===== src/core/ptec_pkg.sv =====
// Package for the power and thermal emulation control block.
// Assumes a 50 MHz system clock and byte-wide register access by page and address.
package ptec_pkg;

	// Clock period in ns
	localparam int CLK_PERIOD_NS = 20;

	// Register byte addresses
	localparam logic [7:0] ADDR_POWER_MODE_CTRL = 8'h5D;
	localparam logic [7:0] ADDR_HEATER_POWER_CONTROL = 8'h62;
	localparam logic [7:0] ADDR_INSERTION_COUNT_LOW = 8'h8D;
	localparam logic [7:0] ADDR_INSERTION_COUNT_HIGH = 8'h8E;
	localparam logic [7:0] ADDR_RESET_PIN_STATE = 8'h91;
	localparam logic [7:0] ADDR_LOW_POWER_PIN_STATE = 8'h92;
	localparam logic [7:0] ADDR_INTERRUPT_PIN_STATE = 8'h93;

	// Upper page that holds the counter and pin state registers
	localparam logic [7:0] PAGE_PIN_STATE = 8'h02;
	// First address of the upper half of the map
	localparam logic [7:0] ADDR_UPPER_BASE = 8'h80;

	// Field positions of the power control register
	localparam int PWR_PWM_MSB = 5;
	localparam int PWR_STATIC_A_BIT = 6;
	localparam int PWR_STATIC_B_BIT = 7;

	// Field positions of the power mode control register
	localparam int MODE_OVERRIDE_BIT = 0;
	localparam int MODE_SET_BIT = 1;

	// Read values
	localparam logic [7:0] RD_ALL_ONES = 8'hFF;
	localparam logic [7:0] RD_ZERO = 8'h00;

	// Reset values
	localparam logic [7:0] RST_HEATER_POWER = 8'h00;
	localparam logic [1:0] RST_POWER_MODE = 2'h0;
	localparam logic RST_INTERRUPT_LEVEL = 1'b1;
	localparam logic [15:0] RST_COUNT = 16'h0000;

	// Temperature thresholds, 1/256 degree steps, signed
	localparam int TEMP_LSB_PER_DEGREE = 256;
	localparam int CUTOFF_DEGREES = 80;
	localparam int HYSTERESIS_DEGREES = 5;
	localparam logic signed [15:0] TEMP_CUTOFF = 16'(CUTOFF_DEGREES * TEMP_LSB_PER_DEGREE);
	localparam logic signed [15:0] TEMP_RESTORE =
		16'((CUTOFF_DEGREES - HYSTERESIS_DEGREES) * TEMP_LSB_PER_DEGREE);

	// PWM timing: one phase step per tick, 63 steps per period
	localparam int PWM_TICK_NS = 1000;
	localparam int PWM_TICK_CYCLES = PWM_TICK_NS / CLK_PERIOD_NS;
	localparam logic [7:0] PWM_TICK_LAST = 8'(PWM_TICK_CYCLES - 1);
	localparam logic [5:0] PWM_PHASE_LAST = 6'h3E;

	// Control state
	typedef enum logic {
		ST_LOAD,
		ST_RUN
	} ptec_state_t;

endpackage


===== src/core/ptec_ctrl.sv =====
// Power and thermal emulation control: registers, power mode, heaters, cut-off, insertion count.
// Assumes a register port already decoded from the serial slave, pins synchronous to clk,
// and an external nonvolatile store that presents its values while the block is in reset.
//
// What this block does
// Eight-bit writable heater power control register.
// Heaters follow new value only in high power.
// Low power mode forces PWM heater off.
// Every power write saved to nonvolatile store.
// Bits 5:0 set PWM heater duty linearly.
// Bit 6 switches first static heater.
// Bit 7 switches second static heater.
// All heaters off at 80 degree cut-off.
// Restore heaters five degrees below cut-off.
// Insertion count increments once per initialization.
// Count low and high bytes readable.
// Reset pin bit reads one; low gives FF.
// Low power pin level readable at bit 0.
// Interrupt pin level readable at bit 0.
// Low power from pin or software override.
// Writing interrupt register sets interrupt pin level.
// Cut-off compares signed 1/256 degree temperature.
// PWM high fraction equals code over 63.
// Count bytes read as consistent 16-bit snapshot.
`timescale 1ns/100ps
`default_nettype none
module ptec_ctrl
	import ptec_pkg::*;
(
	// Clock and reset
	input wire logic clk,
	input wire logic rst,
	// Register port
	input wire logic [7:0] reg_page,
	input wire logic [7:0] reg_addr,
	input wire logic reg_wr,
	input wire logic reg_rd,
	input wire logic [7:0] reg_wdata,
	output logic reg_ready,
	output logic reg_rvalid,
	output logic [7:0] reg_rdata,
	// Module pins
	input wire logic module_reset_n_pin,
	input wire logic low_power_pin,
	input wire logic interrupt_n_pin_i,
	output logic interrupt_n_pin_o,
	output logic interrupt_n_pin_oe,
	// Measured temperature
	input wire logic [15:0] temperature,
	// Nonvolatile store
	input wire logic [7:0] nvm_power_value,
	input wire logic [15:0] nvm_count,
	output logic nvm_power_wr,
	output logic [7:0] nvm_power_data,
	output logic nvm_count_wr,
	output logic [15:0] nvm_count_data,
	// Heater drives and status
	output logic pwm_heater,
	output logic static_heater_a,
	output logic static_heater_b,
	output logic low_power_mode,
	output logic over_temp
);

	// True when a register access hits the given address, page checked for the upper half
	function automatic logic ptec_hit(input logic [7:0] page, input logic [7:0] addr,
			input logic [7:0] target);
		ptec_hit = (addr == target) && ((target < ADDR_UPPER_BASE) || (page == PAGE_PIN_STATE));
	endfunction

	ptec_state_t state; // Load after reset, then run
	ptec_state_t next_state;
	logic [7:0] heater_power; // Power control register
	logic [7:0] next_heater_power;
	logic [7:0] applied_power; // Value the heaters currently follow
	logic [7:0] next_applied_power;
	logic [1:0] power_mode; // Override and set bits
	logic [1:0] next_power_mode;
	logic interrupt_level; // Written interrupt pin level
	logic next_interrupt_level;
	logic [15:0] count; // Insertion count
	logic [15:0] next_count;
	logic [7:0] count_high_snap; // High byte caught on a low-byte read
	logic [7:0] next_count_high_snap;
	logic cut_off; // Over-temperature latch
	logic next_cut_off;
	logic next_nvm_power_wr;
	logic next_nvm_count_wr;
	logic [7:0] next_nvm_power_data;
	logic [15:0] next_nvm_count_data;
	logic next_reg_rvalid;
	logic [7:0] next_reg_rdata;
	logic next_static_a;
	logic next_static_b;
	logic low_power_now; // Current power mode decode
	logic heaters_on; // Heaters allowed to dissipate
	logic wr_ok; // Accepted write
	logic rd_ok; // Accepted read

	// Power mode decode and access acceptance
	always_comb begin
		if (power_mode[MODE_OVERRIDE_BIT]) begin
			low_power_now = power_mode[MODE_SET_BIT];
		end else begin
			low_power_now = low_power_pin;
		end
		heaters_on = !low_power_now && !cut_off;
		reg_ready = (state == ST_RUN);
		wr_ok = reg_wr && reg_ready;
		rd_ok = reg_rd && reg_ready && !reg_wr;
	end

	// Next control state
	always_comb begin
		next_state = state;
		next_heater_power = heater_power;
		next_applied_power = applied_power;
		next_power_mode = power_mode;
		next_interrupt_level = interrupt_level;
		next_count = count;
		next_count_high_snap = count_high_snap;
		next_cut_off = cut_off;
		next_nvm_power_wr = 1'b0;
		next_nvm_count_wr = 1'b0;
		next_nvm_power_data = nvm_power_data;
		next_nvm_count_data = nvm_count_data;
		unique case (state)
			// Restore settings and count one more insertion
			ST_LOAD: begin
				next_heater_power = nvm_power_value;
				next_count = nvm_count + 16'h0001;
				next_nvm_count_data = nvm_count + 16'h0001;
				next_nvm_count_wr = 1'b1;
				next_state = ST_RUN;
			end
			// Serve register writes and catch the count high byte on low-byte reads
			ST_RUN: begin
				if (wr_ok && ptec_hit(reg_page, reg_addr, ADDR_HEATER_POWER_CONTROL)) begin
					next_heater_power = reg_wdata;
					next_nvm_power_data = reg_wdata;
					next_nvm_power_wr = 1'b1;
				end
				if (wr_ok && ptec_hit(reg_page, reg_addr, ADDR_POWER_MODE_CTRL)) begin
					next_power_mode = reg_wdata[1:0];
				end
				if (wr_ok && ptec_hit(reg_page, reg_addr, ADDR_INTERRUPT_PIN_STATE)) begin
					next_interrupt_level = reg_wdata[0];
				end
				if (rd_ok && ptec_hit(reg_page, reg_addr, ADDR_INSERTION_COUNT_LOW)) begin
					next_count_high_snap = count[15:8];
				end
			end
		endcase
		// Heaters pick up a new value only in high power
		if (!low_power_now) begin
			next_applied_power = heater_power;
		end
		// Cut-off with hysteresis on the signed temperature
		if ($signed(temperature) >= TEMP_CUTOFF) begin
			next_cut_off = 1'b1;
		end else if ($signed(temperature) <= TEMP_RESTORE) begin
			next_cut_off = 1'b0;
		end
	end

	// Register control state
	always_ff @(posedge clk or posedge rst) begin
		if (rst) begin
			state <= ST_LOAD;
			heater_power <= RST_HEATER_POWER;
			applied_power <= RST_HEATER_POWER;
			power_mode <= RST_POWER_MODE;
			interrupt_level <= RST_INTERRUPT_LEVEL;
			count <= RST_COUNT;
			count_high_snap <= RD_ZERO;
			cut_off <= 1'b0;
			nvm_power_wr <= 1'b0;
			nvm_count_wr <= 1'b0;
			nvm_power_data <= RST_HEATER_POWER;
			nvm_count_data <= RST_COUNT;
		end else begin
			state <= next_state;
			heater_power <= next_heater_power;
			applied_power <= next_applied_power;
			power_mode <= next_power_mode;
			interrupt_level <= next_interrupt_level;
			count <= next_count;
			count_high_snap <= next_count_high_snap;
			cut_off <= next_cut_off;
			nvm_power_wr <= next_nvm_power_wr;
			nvm_count_wr <= next_nvm_count_wr;
			nvm_power_data <= next_nvm_power_data;
			nvm_count_data <= next_nvm_count_data;
		end
	end

	// Next read data
	always_comb begin
		next_reg_rvalid = rd_ok;
		next_reg_rdata = reg_rdata;
		if (rd_ok) begin
			next_reg_rdata = RD_ZERO;
			if (!module_reset_n_pin) begin
				next_reg_rdata = RD_ALL_ONES;
			end else if (ptec_hit(reg_page, reg_addr, ADDR_HEATER_POWER_CONTROL)) begin
				next_reg_rdata = heater_power;
			end else if (ptec_hit(reg_page, reg_addr, ADDR_POWER_MODE_CTRL)) begin
				next_reg_rdata = {6'h00, power_mode};
			end else if (ptec_hit(reg_page, reg_addr, ADDR_INSERTION_COUNT_LOW)) begin
				next_reg_rdata = count[7:0];
			end else if (ptec_hit(reg_page, reg_addr, ADDR_INSERTION_COUNT_HIGH)) begin
				next_reg_rdata = count_high_snap;
			end else if (ptec_hit(reg_page, reg_addr, ADDR_RESET_PIN_STATE)) begin
				next_reg_rdata = 8'h01;
			end else if (ptec_hit(reg_page, reg_addr, ADDR_LOW_POWER_PIN_STATE)) begin
				next_reg_rdata = {7'h00, low_power_pin};
			end else if (ptec_hit(reg_page, reg_addr, ADDR_INTERRUPT_PIN_STATE)) begin
				next_reg_rdata = {7'h00, interrupt_n_pin_i};
			end
		end
	end

	// Register read data
	always_ff @(posedge clk or posedge rst) begin
		if (rst) begin
			reg_rvalid <= 1'b0;
			reg_rdata <= RD_ZERO;
		end else begin
			reg_rvalid <= next_reg_rvalid;
			reg_rdata <= next_reg_rdata;
		end
	end

	// Next static heater drives
	always_comb begin
		next_static_a = heaters_on && applied_power[PWR_STATIC_A_BIT];
		next_static_b = heaters_on && applied_power[PWR_STATIC_B_BIT];
	end

	// Register static heater drives and status
	always_ff @(posedge clk or posedge rst) begin
		if (rst) begin
			static_heater_a <= 1'b0;
			static_heater_b <= 1'b0;
			low_power_mode <= 1'b0;
			over_temp <= 1'b0;
		end else begin
			static_heater_a <= next_static_a;
			static_heater_b <= next_static_b;
			low_power_mode <= low_power_now;
			over_temp <= cut_off;
		end
	end

	// Variable heater, off in low power or after cut-off
	ptec_pwm u_pwm (
		.clk(clk),
		.rst(rst),
		.duty(applied_power[PWR_PWM_MSB:0]),
		.enable(heaters_on),
		.pwm_out(pwm_heater)
	);

	// Open-drain interrupt pin: pulled low only when the level is zero
	assign interrupt_n_pin_o = 1'b0;
	assign interrupt_n_pin_oe = !interrupt_level;
endmodule // ptec_ctrl
`default_nettype wire


===== src/core/ptec_pwm.sv =====
// PWM generator for the variable heater.
// Assumes duty is stable enough to be sampled each cycle; period is fixed by package constants.
`timescale 1ns/100ps
`default_nettype none
module ptec_pwm
	import ptec_pkg::*;
(
	// Clock and reset
	input wire logic clk,
	input wire logic rst,
	// Control
	input wire logic [5:0] duty,
	input wire logic enable,
	// Drive
	output logic pwm_out
);

	logic [7:0] tick_cnt; // Prescaler
	logic [5:0] phase; // Position in the 63-step period
	logic [7:0] next_tick_cnt;
	logic [5:0] next_phase;
	logic next_pwm_out;

	// Next prescaler, phase and output level
	always_comb begin
		next_tick_cnt = tick_cnt + 8'h01;
		next_phase = phase;
		if (tick_cnt == PWM_TICK_LAST) begin
			next_tick_cnt = 8'h00;
			next_phase = (phase == PWM_PHASE_LAST) ? 6'h00 : phase + 6'h01;
		end
		// High for duty of 63 phases
		next_pwm_out = enable && (phase < duty);
	end

	// Register the generator state
	always_ff @(posedge clk or posedge rst) begin
		if (rst) begin
			tick_cnt <= 8'h00;
			phase <= 6'h00;
			pwm_out <= 1'b0;
		end else begin
			tick_cnt <= next_tick_cnt;
			phase <= next_phase;
			pwm_out <= next_pwm_out;
		end
	end
endmodule // ptec_pwm
`default_nettype wire


===== config.mk =====
export PLATFORM = sky130hd
export DESIGN_NAME = ptec_ctrl
export DESIGN_NICKNAME = d
export VERILOG_FILES = /design/src/core/ptec_pkg.sv /design/src/core/ptec_ctrl.sv /design/src/core/ptec_pwm.sv
export SDC_FILE = /design/constraint.sdc
export NUM_CORES = 1
export LEC_CHECK = 0
export ABC_AREA = 1
export CAP_MARGIN = 10
export CORE_MARGIN = 3
export CORE_UTILIZATION = 40
export CTS_CLUSTER_DIAMETER = 50
export DETAILED_ROUTE_END_ITERATION = 6
export DONT_BUFFER_PORTS = 1
export GPL_TIMING_DRIVEN = 0
export PLACE_DENSITY = 0.51
export SETUP_SLACK_MARGIN = 0.4
export SYNTH_ARGS = -nofsm -noshare
export SYNTH_HDL_FRONTEND = slang
export SYNTH_HIERARCHICAL = 1
export SYNTH_SLANG_ARGS = --single-unit
export TNS_END_PERCENT = 100

===== constraint.sdc =====
create_clock -name clk -period 5.4 [get_ports clk]
set_clock_uncertainty 0.2 [all_clocks]
set_input_delay 1.08 -clock clk [delete_from_list [all_inputs] [get_ports clk]]
set_output_delay 1.08 -clock clk [all_outputs]
set_load 0.02 [all_outputs]

==> qor.yml, run 1 <==
viasPerCell: 4.97
syn_area_um2: 4270
seqPwrFrac: 0.538
final_cell_mix: "nand2_1, dfrtp_1, inv_1, nor2_1, o21ai_0"
worst_slack_ps: 3140
p_sw_frac: 0.287
relSlewSlack: 0.429
gp_congestion: 0.822
drc: 0
synth-simple-area-share: 0.264
cts_hold_buf: 0
syn_nets: 602
setup-violations-final: 0
dpl.hpwl_mm: 7.80
fin_crit_sh: 0.418
num_vias: 3348
p_int_w: 0.00100
path_cells: "inv_1"
power_frac_comb: 0.108
die_area_um2: 11900
required_ps: 4120
critPathSlowestCell: "dfstp_2"
pwr-share-clk: 0.355
antenna_cells: 0
clk-insertion-delay-late_ps: 350
min_path_type: "reg -> reg"
cts_tree: "yes"
grt_pass1_wl_mm: 16.9
switchingPower_w: 0.000402
clock.fmax_ghz: 0.443
grt_pass1_vias: 3386
path_class: "reg -> out"
nNetsFinal: 613
syn_inst: 521
numPortBuffers: 0
grt_use_total: 0.182
cts.sinks: 83
clockBufferDepth: 2
areaGrowthSynthToFinish_pct: 9.33
status: "completed"
crit_family: "flip-flops"
cp_num_buf_inv: 1
drive_gt1_frac: 0.104
crit_fanout: 2
synthAdderAreaFrac: 0.0293
finalCriticalPeriod_ps: 2260
critPathCaptureType: "output port"
tns_ps: 0
ctsRootBufferMaster: "clkbuf_8"
synth_compound_area_frac: 0.109
grt_max_degree: 69
route.antenna.remaining_nets: 0
power.density_nw_per_um2: 301
postCtsSetupBuffers: 0
worst_slew_pin_slew_ps: 856
post-route-util: 0.450
io_pins: 114
final_area_um2: 4660
synth_top_family_by_area: "simple AND/OR/NAND/NOR gates"
vdd_drop_max_mv: 0.187
postPlaceCellArea_um2: 4440
ys_types: 40
dr.pass1.iters: 4
num_rows: 37
ys_seq_elements: 83
leakagePower_nw: 2.32
filler_cell_count: 1062
antenna_found_initial: 0
cap_viol_max_count: 0
drv_slew: 0
worstPathArrival_ps: 980
wire_per_inst_um: 14.9
clk_pin_slew_worst_paths_ps: 90
max_stage_delay_ps: 520
avgSynthCellArea_um2: 8.19
final_common_cell: "nand2_1"
overflow: 0
synth_xor_area_frac: 0.0287
fp.dieW_um: 109
hold_violations: 0
finalWirelength_mm: 10.0
drtIter0Drc: 131
cp-start-kind: "flip-flop"
yosysSeqAreaShare: 0.487
core_um2: 10400
dieHeight_um: 109
synthMuxAreaShare: 0
numCtsBuffers: 9
start_util: 0.411
post-place-ws_ps: 2860
cts_resized: 0
synth_warnings: 6
cts_max_level: 3
rsz0062_at_grt: "false"
## power by group through the flow
stage / registers (W) / logic [W] / clock network, W
finish: 0.000754 / 0.000151 / 0.000498
global route: 0.000763 / 0.000183 / 0.000552
CTS: 0.000756 / 0.000155 / 0.000520
detailed placement: 0.000768 / 0.000154 / 0
global placement: 0.000768 / 0.000150 / 0
floorplan: 0.000751 / 0.000121 / 0
## cell type report
type	count	area (um^2)	share of cell area
sequential	83	2080	0.446
multi-input combinational	352	1840	0.395
inverter	76	288	0.0617
tap	136	170	0.0365
clock buffer	9	124	0.0266
clock inverter	7	101	0.0217
buffer	10	58.8	0.0126
## cells in the mapped netlist
cell type / number / area share
nand4_4: 1 / 0.0050
a31oi_1: 1 / 0.0015
o21a_1: 1 / 0.0018
nor3_1: 4 / 0.0047
o211ai_1: 9 / 0.016
o21ai_2: 9 / 0.018
nand4_1: 13 / 0.019
inv_1: 69 / 0.061
nor3_4: 1 / 0.0038
nor3b_1: 3 / 0.0053
a21boi_0: 1 / 0.0018
nor2_1: 58 / 0.051
nor2_4: 3 / 0.0079
nand2_2: 5 / 0.0073
conb_1: 2 / 0.0018
clkbuf_1: 5 / 0.0044
o21ai_1: 1 / 0.0012
o21ai_0: 35 / 0.041
a21oi_2: 1 / 0.0021
xor2_1: 9 / 0.018
nor2_2: 1 / 0.0015
o21bai_1: 4 / 0.0070
buf_4: 1 / 0.0018
o22ai_1: 5 / 0.0073
dfstp_2: 1 / 0.0062
clkinv_1: 1 / 0.00088
nand3_1: 25 / 0.029
ha_1: 10 / 0.029
nand2_1: 129 / 0.11
buf_6: 2 / 0.0053
nand2_4: 2 / 0.0053
nand3_2: 1 / 0.0023
dfrtp_1: 82 / 0.48
or2_2: 1 / 0.0015
nor3_2: 2 / 0.0047
inv_2: 6 / 0.0053
a21oi_1: 9 / 0.011
xnor2_1: 5 / 0.010
buf_2: 2 / 0.0023
nand3b_1: 1 / 0.0018
## cell families after synthesis
logic type               count (synthesis)
XOR/XNOR                                14
AND/OR/NAND/NOR                        250
adder cells (fa/ha/maj)                 10
buffers and inverters                   86
AO/OA/AOI/OAI                           76
other                                    2
flip-flops                              83
## stage by stage
step / total power (W) / cells / hold slack, ps
after floorplan: 0.000872 / 521 / 215
after global placement: 0.000917 / 657 / 260
after detailed placement: 0.000922 / 657 / 266
after CTS: 0.00143 / 673 / 289
after global routing: 0.00150 / 673 / 321
final: 0.00140 / 673 / 283
## worst paths after layout
path	startpoint	end	slack [ps]	cells after the start
min in group asynchronous	rst	u_pwm/tick_cnt[1]	470	1
max in group asynchronous	rst	reg_rdata[2]	3870	1
max	interrupt_level	interrupt_n_pin_oe	3140	1
max reg2reg	reg_ready	reg_rdata[6]	3490	8
min reg2reg	applied_power[7]	applied_power[7]	280	2
min	applied_power[7]	applied_power[7]	280	2
## layer usage
layer	wire, um	track usage	vias to the layer above
met5	0	0	-
met4	95	0.0356	0
met3	913	0.0764	6
met2	4740	0.296	105
met1	4290	0.230	1559
li1	-	-	1678
## sequential cells by signal, indices dropped and copies added (netlist names)
| register | flops |
|---|---|
| applied_power | 8 |
| static_heater_a | 1 |
| interrupt_level | 1 |
| count_high_snap | 8 |
| u_pwm/pwm_out | 1 |
| count | 16 |
| low_power_mode | 1 |
| power_mode | 2 |
| u_pwm/phase | 6 |
| cut_off | 1 |
| heater_power | 8 |
| nvm_power_data | 8 |
| u_pwm/tick_cnt | 8 |
| nvm_power_wr | 1 |
| reg_rvalid | 1 |
| over_temp | 1 |
| static_heater_b | 1 |
| nvm_count_wr | 1 |
| reg_rdata | 8 |
| reg_ready | 1 |
No activity file was read; power rests on OpenSTA's default activity.
==> run 2, diff against run 1 <==
==> constraint.sdc (replaced) <==
create_clock -name clk -period 2.09 [get_ports clk]
set_clock_uncertainty 0.2 [all_clocks]
set_input_delay 0.418 -clock clk [delete_from_list [all_inputs] [get_ports clk]]
set_output_delay 0.418 -clock clk [all_outputs]
set_load 0.02 [all_outputs]
==> run 2 against run 1 <==
Via count grew 2.4%; utilization grew 2.2 points; flip-flop and latch count is the same; cell count grew 3.4%; worst hold slack lost 270 ps.
==> qor.yml, run 2 (synthesis results as in run 1) <==
drtIter0Drc: 93  # -29%
seqPwrFrac: 0.561  # +0.023
cts_tree: "yes"
clk_pin_slew_worst_paths_ps: 90  # about the same
core_um2: 10400  # unchanged
clk-insertion-delay-late_ps: 350  # about the same
cp-start-kind: "flip-flop"
grt_use_met1: 0.221  # -0.00870
path_class: "reg -> out"
drv_slew: 0  # unchanged
min_path_cells: 2  # unchanged
fin_cells: 696  # +3.4%
gp_congestion: 0.845  # +2.8%
required_ps: 1470  # -2650 ps
final_common_cell: "nand2_1"
start_util: 0.411  # unchanged
rr_worst_depth: 7  # -1
num_rows: 37  # unchanged
final_cell_mix: "nand2_1, dfrtp_1, inv_1, nor2_1, o21ai_0"
r2r-start: "reg_ready"
numPortBuffers: 0  # unchanged
dr.pass1.iters: 5  # +1
relSlewSlack: 0.558  # +0.128
nNetsFinal: 636  # +3.8%
drc: 0  # unchanged
grt_pass1_wl_mm: 16.7  # -1.1%
clock.fmax_ghz: 0.625
max_stage_delay_ps: 520  # about the same
fp.dieW_um: 109  # unchanged
ctsRootBufferMaster: "clkbuf_8"
num_vias: 3430  # +2.4%
tns_ps: 0  # unchanged
status: "completed"
filler_cell_count: 1047  # -1.4%
p_sw_frac: 0.291  # +0.00428
switchingPower_w: 0.00101  # +150%
io_pins: 114  # unchanged
grt_pass1_vias: 3442  # +1.7%
cap_viol_max_count: 0  # unchanged
dp_cells: 658  # +0.15%
drive_gt1_frac: 0.125  # +0.0207
critPathSlowestCell: "dfstp_2"
rsz0062_at_grt: "true"
fin_crit_sh: 0.766
largest_reg_flops: 16  # unchanged
busiest_layer: "met2"
r2r-end: "count_high_snap[1]"
grt_max_degree: 41  # -41%
viasPerCell: 4.93  # -0.94%
overflow: 0  # unchanged
worst_slew_pin_slew_ps: 662  # -194 ps
worstPathArrival_ps: 980  # about the same
areaGrowthSynthToFinish_pct: 14.6
finalWirelength_mm: 10.1  # +0.45%
die_area_um2: 11900  # unchanged
finalCriticalPeriod_ps: 1600
setup-violations-final: 0  # unchanged
power_frac_comb: 0.124  # +0.016
pwr-share-clk: 0.315  # -0.040
clockBufferDepth: 2  # unchanged
numCtsBuffers: 9  # unchanged
dpl.hpwl_mm: 7.76  # -0.54%
hold_end: "nvm_power_data[0]"
power.density_nw_per_um2: 709  # +140%
grt_use_total: 0.182  # -0.000774
cp_num_buf_inv: 1  # unchanged
route.antenna.remaining_nets: 0  # unchanged
use_met3: 0.0628  # -0.0136
min_path_type: "in -> reg"
cts.sinks: 83  # unchanged
antenna_found_initial: 0  # unchanged
top_register: "count"
crit_family: "flip-flops"
antenna_cells: 0  # unchanged
hp-start: "reg_wdata[0]"
dieHeight_um: 109  # unchanged
path_cells: "inv_1"
r2r_slack_ps: 510  # -2980 ps
p_int_w: 0.00246  # +150%
crit_fanout: 2  # unchanged
cts_max_level: 3  # unchanged
hold_violations: 0  # unchanged
leakagePower_nw: 2.43  # +4.5%
post-route-util: 0.472  # +0.0218
critPathCaptureType: "output port"
met2_usage: 0.299  # +0.00351
vdd_drop_max_mv: 0.464  # +150%
wire_per_inst_um: 14.5  # -2.9%
## run 2: cell types whose count changed in the layout (fill, tap and decap cells not counted), sizes merged
cell         delta
inv             -2
dlygate4sd3    +16
clkinv          +1
clkbuf          +3
bufinv          -2
buf             +7
## run 2: metal layers
metal  up-vias  wire (um)
li1       1729          -
met1      1572       4370
met2       112       4660
met3        17        810
met4         0        236
met5         -          0
## run 2: worst max path at each step
stage | cells past startpoint | endpoint | start | slack, ps
after floorplan | 8 | count[14] | nvm_count[0] | 440
after global placement | 8 | reg_rdata[6] | reg_ready | 90
after detailed placement | 8 | reg_rdata[6] | reg_ready | 90
after CTS | 4 | count[11] | reg_ready | 400
after global routing | 8 | reg_rdata[2] | reg_ready | 390
final | 1 | interrupt_n_pin_oe | interrupt_level | 490
## run 2: cell type report
| class | count | area, um^2 | share of cell area |
|---|---|---|---|
| Buffer | 10 | 76.3 | 0.0156 |
| Clock buffer | 12 | 165 | 0.0338 |
| Clock inverter | 4 | 23.8 | 0.00486 |
| Inverter | 76 | 292 | 0.0596 |
| Multi-Input combinational cell | 352 | 1860 | 0.380 |
| Sequential cell | 83 | 2080 | 0.425 |
| Tap cell | 136 | 170 | 0.0348 |
| Timing Repair Buffer | 23 | 225 | 0.0460 |
## run 2: through the flow
step	hold WS (ps)	worst slack, ps	area (um^2)	power, W
finish	11.8	489	4890	0.00347
global route	5.34	390	4890	0.00369
CTS	1.51	401	4850	0.00352
detailed placement	214	89.5	4460	0.00238
global placement	197	87.3	4440	0.00237
floorplan	119	439	4270	0.00225
## run 2: timing repair
item,in CTS,in global routing
hold endpoints to repair,59,0
resized for setup,10,7
endpoints found under the setup margin,38,18
pin swaps,1,3
setup buffers,2,4
hold buffers,16,0
## run 2: power groups by stage
stage | clock network, W | logic (W) | registers [W]
3_3_place_gp | 0 | 0.000388 | 0.00198
3_5_place_dp | 0 | 0.000402 | 0.00198
5_1_grt | 0.00122 | 0.000510 | 0.00197
6_report | 0.00109 | 0.000430 | 0.00195
4_1_cts | 0.00114 | 0.000436 | 0.00195
2_1_floorplan | 0 | 0.000314 | 0.00194
